File: src/shared/opcode_timing_pkg.sv
// Opcode classes, lengths and cycle counts for the instruction decoder
// Assumes a single system clock; counts are in system clock cycles
package opcode_timing_pkg;

   localparam logic [3:0] CYCLES_TWO   = 4'h2;
   localparam logic [3:0] CYCLES_FOUR  = 4'h4;
   localparam logic [3:0] CYCLES_SIX   = 4'h6;
   localparam logic [3:0] CYCLES_EIGHT = 4'h8;

   localparam logic [1:0] BYTES_ONE    = 2'h1;
   localparam logic [1:0] BYTES_TWO    = 2'h2;
   localparam logic [1:0] BYTES_THREE  = 2'h3;

   localparam int unsigned REG_SEL_MSB = 2;
   localparam int unsigned PAGE_LSB    = 5;

   localparam logic [3:0] COUNT_RESET  = 4'h0;

   typedef enum logic [5:0] {
      OP_UNKNOWN, OP_NOP, OP_SWAP, OP_RL, OP_RLC, OP_RR, OP_RRC,
      OP_MOV_A_REG, OP_MOV_A_DIR, OP_MOV_A_IND, OP_MOV_A_IMM,
      OP_MOV_REG_A, OP_MOV_REG_DIR, OP_MOV_REG_IMM, OP_MOV_DIR_A,
      OP_MOV_DIR_REG, OP_MOV_DIR_DIR, OP_MOV_DIR_IND, OP_MOV_DIR_IMM,
      OP_MOV_IND_A, OP_MOV_IND_DIR, OP_MOV_IND_IMM, OP_LOAD_POINTER,
      OP_CODE_READ_DP, OP_CODE_READ_PC, OP_XREAD_SHORT, OP_XREAD_LONG,
      OP_XWRITE_SHORT, OP_XWRITE_LONG, OP_PUSH, OP_POP, OP_XCH_REG,
      OP_XCH_DIR, OP_XCH_IND, OP_XCH_NIBBLE, OP_CARRY_BIT,
      OP_BIT_LOGIC, OP_BIT_TO_CARRY, OP_CARRY_TO_BIT, OP_BIT_CLR,
      OP_BIT_SET, OP_BIT_CPL, OP_ACALL, OP_LCALL, OP_RET, OP_RETI,
      OP_AJMP, OP_LJMP, OP_SJMP, OP_COND_BRANCH, OP_BIT_BRANCH,
      OP_BIT_BRANCH_CLR, OP_JMP_IND, OP_CMP_BRANCH, OP_DEC_BRANCH
   } op_class_t;

endpackage : opcode_timing_pkg

File: src/rtl/cpu_opcode_timing_decoder.sv
// Instruction decoder: class, length, cycle count and operand fields
// Opcode comes from fetch logic on the same clock; branch outcome too
// Unlisted codes decode as unknown: one byte, two cycles
//
// Function
// - Swap C4, rotate left 23, rotate left carry 33: two cycles.
// - Rotate right 03, through carry 13: two cycles, carry joins rotation.
// - Register from direct A8-AF: two bytes, four cycles; E8-EF two cycles.
// - Direct to direct move 85: three bytes, four cycles.
// - Code table reads 93 and 83 take eight cycles.
// - Short external read E2-E3, write F2-F3: eight cycles.
// - Long external read E0, write F0: one byte, eight cycles.
// - Push C0 and pop D0: two bytes, four cycles.
// - D6-D7 swap low nibble only; C8-CF, C5, C6-C7 full byte.
// - Load data pointer 90: three bytes, four cycles.
// - Carry logic 82, B0, 72, A0: two bytes, four cycles.
// - Carry to bit 92 four cycles; bit to carry A2 two.
// - Bit clear C2, set D2, complement B2: two bytes, two cycles.
// - Calls six cycles: absolute x1 two bytes, long 12 three.
// - Returns 22 and 32: one byte, six cycles.
// - Jumps six cycles: 80 two, absolute x1 two, 02 three bytes.
// - Bit branches four or six cycles; 10 also clears bit.
// - Compare branches B5, B4, B8-BF: three bytes, four or six.
// - Decrement branch D8-DF two bytes, D5 three: four or six.
// - Indirect jump 73: one byte, six cycles.
// - Eight-code blocks pick register from low three opcode bits.
// - Absolute jump/call page is top three opcode bits.
// - Cycles counted in system clocks; lengths one to three bytes.
`timescale 1ns/100ps
`default_nettype none

module cpu_opcode_timing_decoder
   import opcode_timing_pkg::*;
(
   input  wire logic                  clock,
   input  wire logic                  reset,
   input  wire logic                  opcode_valid,
   input  wire logic [7:0]            opcode,
   input  wire logic                  branch_taken,
   output logic                       busy,
   output logic                       done,
   output var opcode_timing_pkg::op_class_t op_class,
   output logic [1:0]                 byte_count,
   output logic [3:0]                 cycle_count,
   output logic [2:0]                 working_register,
   output logic                       indirect_register,
   output logic [2:0]                 page_bits,
   output logic                       carry_in_rotate,
   output logic                       nibble_only,
   output logic                       clear_tested_bit,
   output logic                       pc_only
);
   import opcode_timing_pkg::*;

   ////////////////////////////////////////////////////////////////////////
   // Combinational decode
   op_class_t  cls_next;
   logic [1:0] len_next;
   logic [3:0] cyc_next;
   logic       cond_next;

   always_comb begin
      cls_next  = OP_UNKNOWN;
      len_next  = BYTES_ONE;
      cyc_next  = CYCLES_TWO;
      cond_next = 1'b0;
      if (opcode[3:0] == 4'h1) begin
         len_next = BYTES_TWO;
         cyc_next = CYCLES_SIX;
         cls_next = opcode[4] ? OP_ACALL : OP_AJMP;
      end else if (opcode[7:3] == 5'h1D) begin
         cls_next = OP_MOV_A_REG;
      end else if (opcode[7:3] == 5'h15) begin
         cls_next = OP_MOV_REG_DIR;
         len_next = BYTES_TWO;
         cyc_next = CYCLES_FOUR;
      end else if (opcode[7:3] == 5'h1F) begin
         cls_next = OP_MOV_REG_A;
      end else if (opcode[7:3] == 5'h0F) begin
         cls_next = OP_MOV_REG_IMM;
         len_next = BYTES_TWO;
      end else if (opcode[7:3] == 5'h11) begin
         cls_next = OP_MOV_DIR_REG;
         len_next = BYTES_TWO;
         cyc_next = CYCLES_FOUR;
      end else if (opcode[7:3] == 5'h19) begin
         cls_next = OP_XCH_REG;
      end else if (opcode[7:3] == 5'h17) begin
         cls_next  = OP_CMP_BRANCH;
         len_next  = BYTES_THREE;
         cond_next = 1'b1;
      end else if (opcode[7:3] == 5'h1B) begin
         cls_next  = OP_DEC_BRANCH;
         len_next  = BYTES_TWO;
         cond_next = 1'b1;
      end else begin
         case (opcode)
            8'h00: cls_next = OP_NOP;
            8'hC4: cls_next = OP_SWAP;
            8'h23: cls_next = OP_RL;
            8'h33: cls_next = OP_RLC;
            8'h03: cls_next = OP_RR;
            8'h13: cls_next = OP_RRC;
            8'hE5: begin
               cls_next = OP_MOV_A_DIR;
               len_next = BYTES_TWO;
            end
            8'hE6, 8'hE7: cls_next = OP_MOV_A_IND;
            8'h74: begin
               cls_next = OP_MOV_A_IMM;
               len_next = BYTES_TWO;
            end
            8'hF5: begin
               cls_next = OP_MOV_DIR_A;
               len_next = BYTES_TWO;
            end
            8'h85: begin
               cls_next = OP_MOV_DIR_DIR;
               len_next = BYTES_THREE;
               cyc_next = CYCLES_FOUR;
            end
            8'h86, 8'h87: begin
               cls_next = OP_MOV_DIR_IND;
               len_next = BYTES_TWO;
               cyc_next = CYCLES_FOUR;
            end
            8'h75: begin
               cls_next = OP_MOV_DIR_IMM;
               len_next = BYTES_THREE;
               cyc_next = CYCLES_FOUR;
            end
            8'hF6, 8'hF7: cls_next = OP_MOV_IND_A;
            8'hA6, 8'hA7: begin
               cls_next = OP_MOV_IND_DIR;
               len_next = BYTES_TWO;
               cyc_next = CYCLES_FOUR;
            end
            8'h76, 8'h77: begin
               cls_next = OP_MOV_IND_IMM;
               len_next = BYTES_TWO;
            end
            8'h90: begin
               cls_next = OP_LOAD_POINTER;
               len_next = BYTES_THREE;
               cyc_next = CYCLES_FOUR;
            end
            8'h93: begin
               cls_next = OP_CODE_READ_DP;
               cyc_next = CYCLES_EIGHT;
            end
            8'h83: begin
               cls_next = OP_CODE_READ_PC;
               cyc_next = CYCLES_EIGHT;
            end
            8'hE2, 8'hE3: begin
               cls_next = OP_XREAD_SHORT;
               cyc_next = CYCLES_EIGHT;
            end
            8'hF2, 8'hF3: begin
               cls_next = OP_XWRITE_SHORT;
               cyc_next = CYCLES_EIGHT;
            end
            8'hE0: begin
               cls_next = OP_XREAD_LONG;
               cyc_next = CYCLES_EIGHT;
            end
            8'hF0: begin
               cls_next = OP_XWRITE_LONG;
               cyc_next = CYCLES_EIGHT;
            end
            8'hC0, 8'hD0: begin
               cls_next = opcode[4] ? OP_POP : OP_PUSH;
               len_next = BYTES_TWO;
               cyc_next = CYCLES_FOUR;
            end
            8'hC5: begin
               cls_next = OP_XCH_DIR;
               len_next = BYTES_TWO;
            end
            8'hC6, 8'hC7: cls_next = OP_XCH_IND;
            8'hD6, 8'hD7: cls_next = OP_XCH_NIBBLE;
            8'hC3, 8'hD3, 8'hB3: cls_next = OP_CARRY_BIT;
            8'h82, 8'hB0, 8'h72, 8'hA0: begin
               cls_next = OP_BIT_LOGIC;
               len_next = BYTES_TWO;
               cyc_next = CYCLES_FOUR;
            end
            8'hA2: begin
               cls_next = OP_BIT_TO_CARRY;
               len_next = BYTES_TWO;
            end
            8'h92: begin
               cls_next = OP_CARRY_TO_BIT;
               len_next = BYTES_TWO;
               cyc_next = CYCLES_FOUR;
            end
            8'hC2, 8'hD2, 8'hB2: begin
               len_next = BYTES_TWO;
               cls_next = (opcode == 8'hC2) ? OP_BIT_CLR :
                          (opcode == 8'hD2) ? OP_BIT_SET : OP_BIT_CPL;
            end
            8'h12, 8'h02: begin
               cls_next = opcode[4] ? OP_LCALL : OP_LJMP;
               len_next = BYTES_THREE;
               cyc_next = CYCLES_SIX;
            end
            8'h22, 8'h32: begin
               cls_next = opcode[4] ? OP_RETI : OP_RET;
               cyc_next = CYCLES_SIX;
            end
            8'h80: begin
               cls_next = OP_SJMP;
               len_next = BYTES_TWO;
               cyc_next = CYCLES_SIX;
            end
            8'h73: begin
               cls_next = OP_JMP_IND;
               cyc_next = CYCLES_SIX;
            end
            8'h40, 8'h50, 8'h60, 8'h70: begin
               cls_next  = OP_COND_BRANCH;
               len_next  = BYTES_TWO;
               cond_next = 1'b1;
            end
            8'h20, 8'h30, 8'h10: begin
               cls_next  = (opcode == 8'h10) ? OP_BIT_BRANCH_CLR
                                             : OP_BIT_BRANCH;
               len_next  = BYTES_THREE;
               cond_next = 1'b1;
            end
            8'hB5, 8'hB4, 8'hB6, 8'hB7: begin
               cls_next  = OP_CMP_BRANCH;
               len_next  = BYTES_THREE;
               cond_next = 1'b1;
            end
            8'hD5: begin
               cls_next  = OP_DEC_BRANCH;
               len_next  = BYTES_THREE;
               cond_next = 1'b1;
            end
            default: cls_next = OP_UNKNOWN;
         endcase
      end
      if (cond_next) begin
         cyc_next = branch_taken ? CYCLES_SIX : CYCLES_FOUR;
      end
   end

   ////////////////////////////////////////////////////////////////////////
   // Cycle counter in system clocks
   // Offers while busy are ignored; next take once count is zero
   logic [3:0] remain_reg;

   always_ff @(posedge clock or posedge reset) begin
      if (reset) begin
         remain_reg <= COUNT_RESET;
      end else if (opcode_valid && remain_reg == COUNT_RESET) begin
         remain_reg <= cyc_next - 4'h1;
      end else if (remain_reg != COUNT_RESET) begin
         remain_reg <= remain_reg - 4'h1;
      end
   end

   assign busy = (remain_reg != COUNT_RESET);
   assign done = (remain_reg == 4'h1);

   ////////////////////////////////////////////////////////////////////////
   // Latched decode results
   // Fields hold until the next taken opcode
   always_ff @(posedge clock or posedge reset) begin
      if (reset) begin
         op_class          <= OP_NOP;
         byte_count        <= BYTES_ONE;
         cycle_count       <= COUNT_RESET;
         working_register  <= 3'h0;
         indirect_register <= 1'b0;
         page_bits         <= 3'h0;
         carry_in_rotate   <= 1'b0;
         nibble_only       <= 1'b0;
         clear_tested_bit  <= 1'b0;
         pc_only           <= 1'b0;
      end else if (opcode_valid && remain_reg == COUNT_RESET) begin
         op_class          <= cls_next;
         byte_count        <= len_next;
         cycle_count       <= cyc_next;
         working_register  <= opcode[REG_SEL_MSB:0];
         indirect_register <= opcode[0];
         page_bits         <= opcode[7:PAGE_LSB];
         carry_in_rotate   <= (cls_next == OP_RLC) ||
                              (cls_next == OP_RRC);
         nibble_only       <= (cls_next == OP_XCH_NIBBLE);
         clear_tested_bit  <= (cls_next == OP_BIT_BRANCH_CLR);
         pc_only           <= (cls_next == OP_NOP);
      end
   end

endmodule : cpu_opcode_timing_decoder

`default_nettype wire

File: config.mk
export PLATFORM = sky130hd
export DESIGN_NAME = cpu_opcode_timing_decoder
export DESIGN_NICKNAME = d
export VERILOG_FILES = /design/src/shared/opcode_timing_pkg.sv /design/src/rtl/cpu_opcode_timing_decoder.sv
export SDC_FILE = /design/constraint.sdc
export NUM_CORES = 1
export LEC_CHECK = 0
export ABC_AREA = 1
export BUFFER_PORTS_ARGS = -buffer_cell sky130_fd_sc_hd__buf_2
export CAP_MARGIN = 5
export CORE_ASPECT_RATIO = 0.9
export CORE_UTILIZATION = 25
export DETAILED_ROUTE_END_ITERATION = 10
export PLACE_DENSITY_LB_ADDON = 0.12
export SLEW_MARGIN = 20
export SYNTH_ARGS = -nofsm -noshare
export SYNTH_HDL_FRONTEND = slang
export SYNTH_SLANG_ARGS = --single-unit
File: constraint.sdc
create_clock -name clock -period 2.5 [get_ports clock]
set_clock_uncertainty 0.15 [all_clocks]
set_input_delay 0.5 -clock clock [delete_from_list [all_inputs] [get_ports clock]]
set_output_delay 0.5 -clock clock [all_outputs]
set_load 0.03 [all_outputs]
## Yosys cells after proc, flatten, opt, wreduce, memory -nomap -nowiden

Cells that the tools add are included.

- Reduce and logical (&&, ||, !) cells: 30
- Muxes and demuxes: 51
- $mul: 0
- Shift operators: 0
- Div/mod/pow operators: 0
- Eq/ne operators: 81
- Add/subtract/negate cells: 2
- Order comparisons: 0
- Bitwise logic cells: 0

Operators by type and width:

| operator | count |
|---|---|
| == test 8 bit, second input constant | 45 |
| one-hot mux 6 bit (40 select lines) | 1 |
| == test 8 x 7 -> 1 bit, second input constant | 10 |
| two-way mux 6 bit | 9 |
| two-way mux 4 bit | 13 |
| == test 8 x 6 -> 1 bit, second input constant | 6 |
| == test 5 bit, second input constant | 7 |
| OR reduction 26 bit | 1 |
| == test 8 x 5 -> 1 bit, second input constant | 3 |
| OR reduction 2 bit | 12 |
| two-way mux 2 bit | 11 |
| == test 8 x 2 -> 1 bit, second input constant | 2 |
| OR reduction 14 bit | 1 |
| two-way mux 1 bit | 13 |
| OR reduction 13 bit | 1 |
| == test 6 x 3 -> 1 bit, second input constant | 2 |
| == test 6 bit, second input constant | 2 |
| one-hot mux 4 bit (3 select lines) | 1 |
| OR reduction 12 bit | 1 |
| OR reduction 4 bit | 3 |
| OR reduction 3 bit | 3 |
| == test 4 x 1 -> 1 bit, second input constant | 2 |
| zero test 8 bit | 1 |
| OR reduction 8 bit | 1 |
| other kinds (11) | 13 |

- Register bits: 27
- Input bits: 12
- Bits in latches: 0
- Memory bits (writable): 0
- Bits in read-only memories: 0
- Memories: 0
- Logic and storage cells: 175

## Logic depth before layout (Yosys ltp)

- Depth in word-level cells: 15
- Gate-level depth with buffers: 17
- Gate-level depth less buffers: 16

## Worst setup path after synthesis

No wires, ideal clock.

- Path type: in2reg
- Start point: input opcode[3]
- End point: register remain_reg[3]
- Cell stages on the path: 17
- Path slack: 0.229 ns
- Data arrival time: 2.001 ns
- Required time: 2.230 ns
- Cell sequence: buf_4 -> inv_2 -> nand2_2 -> nor2_2 -> nand2_1 -> nand2_1 -> inv_1 -> nand2_1 -> nor2_1 -> nand3_1 -> nor3_1 -> nand2_1 -> inv_1 -> ha_1 -> xnor2_1 -> o21ai_0 -> inv_1

- Longest elaborated chain between the ends: 15

RTL lines:

| element | line | source |
|---|---|---|
| start: declaration | cpu_opcode_timing_decoder.sv:38 | `input wire logic [7:0] opcode,` |
| == test 8 bit, or another cell as far along | cpu_opcode_timing_decoder.sv:97 | `case (opcode)` |
| OR reduction 14 bit (no line), or another cell as far along | -- |  |
| one-hot mux 4 bit (3 select lines) / two-way mux 1 bit (equally long branches) | cpu_opcode_timing_decoder.sv:97 |  |
| two-way mux 4 bit / two-way mux 1 bit (equally long branches) | cpu_opcode_timing_decoder.sv:92 | `end else if (opcode[7:3] == 5'h1B) begin` |
| two-way mux 4 bit / two-way mux 1 bit (equally long branches) | cpu_opcode_timing_decoder.sv:88 | `end else if (opcode[7:3] == 5'h17) begin` |
| two-way mux 4 bit / two-way mux 1 bit (equally long branches) | cpu_opcode_timing_decoder.sv:86 | `end else if (opcode[7:3] == 5'h19) begin` |
| two-way mux 4 bit / two-way mux 1 bit (equally long branches) | cpu_opcode_timing_decoder.sv:82 | `end else if (opcode[7:3] == 5'h11) begin` |
| two-way mux 4 bit / two-way mux 1 bit (equally long branches) | cpu_opcode_timing_decoder.sv:79 | `end else if (opcode[7:3] == 5'h0F) begin` |
| two-way mux 4 bit / two-way mux 1 bit (equally long branches) | cpu_opcode_timing_decoder.sv:77 | `end else if (opcode[7:3] == 5'h1F) begin` |
| two-way mux 4 bit / two-way mux 1 bit (equally long branches) | cpu_opcode_timing_decoder.sv:73 | `end else if (opcode[7:3] == 5'h15) begin` |
| two-way mux 4 bit / two-way mux 1 bit (equally long branches) | cpu_opcode_timing_decoder.sv:71 | `end else if (opcode[7:3] == 5'h1D) begin` |
| two-way mux 4 bit / two-way mux 1 bit (equally long branches) | cpu_opcode_timing_decoder.sv:67 | `if (opcode[3:0] == 4'h1) begin` |
| two-way mux 4 bit (*) | cpu_opcode_timing_decoder.sv:244 | `if (cond_next) begin` |
| subtractor 4 x 1 -> 4 bit (*) | cpu_opcode_timing_decoder.sv:258 | `remain_reg <= cyc_next - 4'h1;` |
| two-way mux 4 bit (*) | cpu_opcode_timing_decoder.sv:257 | `end else if (opcode_valid && remain_reg == COUNT_RESET) begin` |
| end signal: assignment | cpu_opcode_timing_decoder.sv:258 |  |
| end signal: assignment | cpu_opcode_timing_decoder.sv:260 | `remain_reg <= remain_reg - 4'h1;` |
| end: declaration | cpu_opcode_timing_decoder.sv:252 | `logic [3:0] remain_reg;` |

Mark *: on every way between the ends. The rest lies on a longest branch, timed or not.
A chain may end at the register's enable or synchronous reset.

## Worst setup path in the final report

- Start point: input opcode[7]
- End point: register remain_reg[2]

The elaborated chain is that of the path after synthesis.

==> run summary <==
status - finished, final reports clean
first-pass GRT wire length - 13,200 um
core area - 8150 um^2
Pwr Total - 0.00184 W
Via density - 4.64
Simple-Gate Fraction of Synth Area - 0.507
Setup Buffers After CTS - 0
critical-path maximum fanout - 4
P_leak - 1.66 nW
MaxCap Viol Count - 0
Netlist cell types - 29
Worst VDD drop - 0.417 mV
Mapped Nets - 379
post-synthesis cell count - 364
Final WS setup - 0.172 ns
multiplexer area fraction after synthesis - 0
final hold viol count - 0
DR WL/cell - 14.9 um
vias in the first global route - 2,481
drt first-iter violations - 192
root buf cell - clkbuf_8
initial antenna violation count - 0
Synth Area in Compound Gates - 0.0775
unrepaired setup endpoints after global routing - no
Final Hold Slack - 0.115 ns
PD cells - 646 nW/um^2
clk slew on worst S/H paths - 0.09 ns
Total Wirelength - 8180 um
Psw - 0.000860 W
Final ANT Viol Nets - 0
Port-buffer cells - 35
antenna cells - 0
Clk pwr share - 0.130
Initial DRT Pass Iterations - 4
Largest register FFs - 6
grt ovf - 0
largest family of logic cells by synthesized area - simple AND/OR/NAND/NOR gates
Sw Ratio - 0.467
commonest non-fill, non-tap cell in the layout - nand2_1
Logic pwr share - 0.516
CP Capture Type - flop
GR Util All Layers - 0.195
flop and latch count out of synthesis - 25
adder-cell share of the synthesized area - 0.0176
CTS tree - done
mean area per synthesized cell - 5.86 um^2
clock buffer depth - 2
required time of the critical path - 2.50 ns
HPWL after DPL - 6990 um
Initial Util - 0.262
most frequent cells in the layout - nand2_1, nor2_1, buf_4, buf_2, inv_1
Die Span Y - 89.6 um
die area - 8900 um^2
worst slack, placed - -0.132 ns
Flop pwr share - 0.354
fin crit share - 0.931
Syn. warnings - 0
Top Ports - 37
CTS Hold Bufs - 0
design area - 2850 um^2
cell-internal power - 0.000984 W
mapped cell area - 2130 um^2
largest net degree at the start of global routing - 31
residual DRC count - 0
TritonCTS Buffers - 3
layout cells sized above 1 - 0.264
CP arrival - 2.33 ns
RD Place Congestion - 0.984
CTS Sinks - 25
fin. max-slew vios - 0
H-tree depth - 1
Synth Area in XOR/XNOR - 0.00822
sequential share of the synthesized area - 0.295
DR vias - 2,554
fmax - 0.430 GHz
Hold Path Class - input pin to async pin
DP Area - 2800 um^2
area grow syn2layout - 33.9%
Setup CP Type - input pin to flop
fin nets - 467
Skew-Pair Late Insertion Delay - 0.27 ns
count of final setup violators - 0
die width - 99.3 um
Tmin final - 2.33 ns
Rows - 31
CP startpoint kind - input pin
[logic make-up (layout without fill, tap and decap cells)]
logic type / Yosys count / after routing
adder cells (fa/ha/maj): 3 / 3
other: 1 / 1
AND/OR/NAND/NOR: 254 / 254
flip-flops: 25 / 25
AO/OA/AOI/OAI: 32 / 32
buffers and inverters: 47 / 134
XOR/XNOR: 2 / 2
[per-stage QoR]
stage | util | TNS, ns | instances
2_1_floorplan | - | 0 | 364
3_3_place_gp | 0.344 | -0.374 | 546
3_5_place_dp | 0.344 | -0.253 | 546
4_1_cts | 0.350 | 0 | 550
5_1_grt | 0.350 | 0 | 550
6_report | 0.350 | 0 | 550
[cells in the mapped netlist (all sizes together)]
cell type  instances  share of area
buf                5          0.019
o21ai             24          0.056
dfstp              2          0.025
nand3             32          0.077
nor2              72           0.14
conb               1         0.0018
nand3b             1         0.0035
ha                 3          0.018
or2                2         0.0059
nand2            131           0.23
o211ai             1         0.0035
nor3               8          0.019
dfrtp             23           0.27
inv               38          0.067
clkbuf             4         0.0070
xnor2              1         0.0041
o21bai             1         0.0035
nand4              8          0.026
a21oi              6          0.014
xor2               1         0.0041
[routing by layer]
layer | routed length, um | share of wire | global-route usage | vias to the layer above
met5 | 0 | 0 | 0 | -
met4 | 166 | 0.020 | 0.0468 | 0
met3 | 442 | 0.054 | 0.0271 | 11
met2 | 3600 | 0.44 | 0.329 | 79
met1 | 3980 | 0.49 | 0.267 | 1142
li1 | - | - | - | 1322
[cell type report]
type                       count  area (um^2)
tap                           99          124
sequential                    25          628
timing repair buffer          92          603
multi-input combinational    292         1310
fill                         957         5290
inverter                      38          143
clock buffer                   3         41.3
clock inverter                 1         5.00
[timing repair]
action,CTS,global route
gates resized for setup,0,2
endpoints found under the setup margin,0,2
hold endpoints to repair,0,0
[worst max-delay path, stage by stage]
cell	delay, ns
buf_2	0.13
inv_1	0.11
buf_4	0.13
nand2_1	0.05
nor2_1	0.28
nand2_1	0.14
nand2_1	0.11
inv_1	0.05
nand2_1	0.05
nor2_1	0.06
nand3_1	0.07
nor3_1	0.05
nand2_1	0.08
inv_1	0.05
ha_1	0.26
nor2_1	0.04
o21bai_1	0.10
o21ai_0	0.08
[worst paths after layout]
path / startpoint / end / slack, ns / cells past startpoint
worst min-delay path: reset / page_bits[2] / 0.11 / 3
worst max register to register: remain_reg[0] / op_class[3] / 0.52 / 11
max in group asynchronous: reset / byte_count[0] / 1.78 / 3
min in group clock: op_class[0] / op_class[0] / 0.32 / 2
worst min register to register: op_class[0] / op_class[0] / 0.32 / 2
worst max-delay path: opcode[7] / remain_reg[2] / 0.17 / 18
[power groups by stage]
stage	clock network, W	registers [W]	logic (W)
2_1_floorplan	0	0.000904	0.000423
3_3_place_gp	0	0.000661	0.000965
3_5_place_dp	0	0.000663	0.000960
4_1_cts	0.000254	0.000658	0.000963
5_1_grt	0.000263	0.000675	0.00106
6_report	0.000239	0.000654	0.000952
Power figures use the tool's default switching activity.
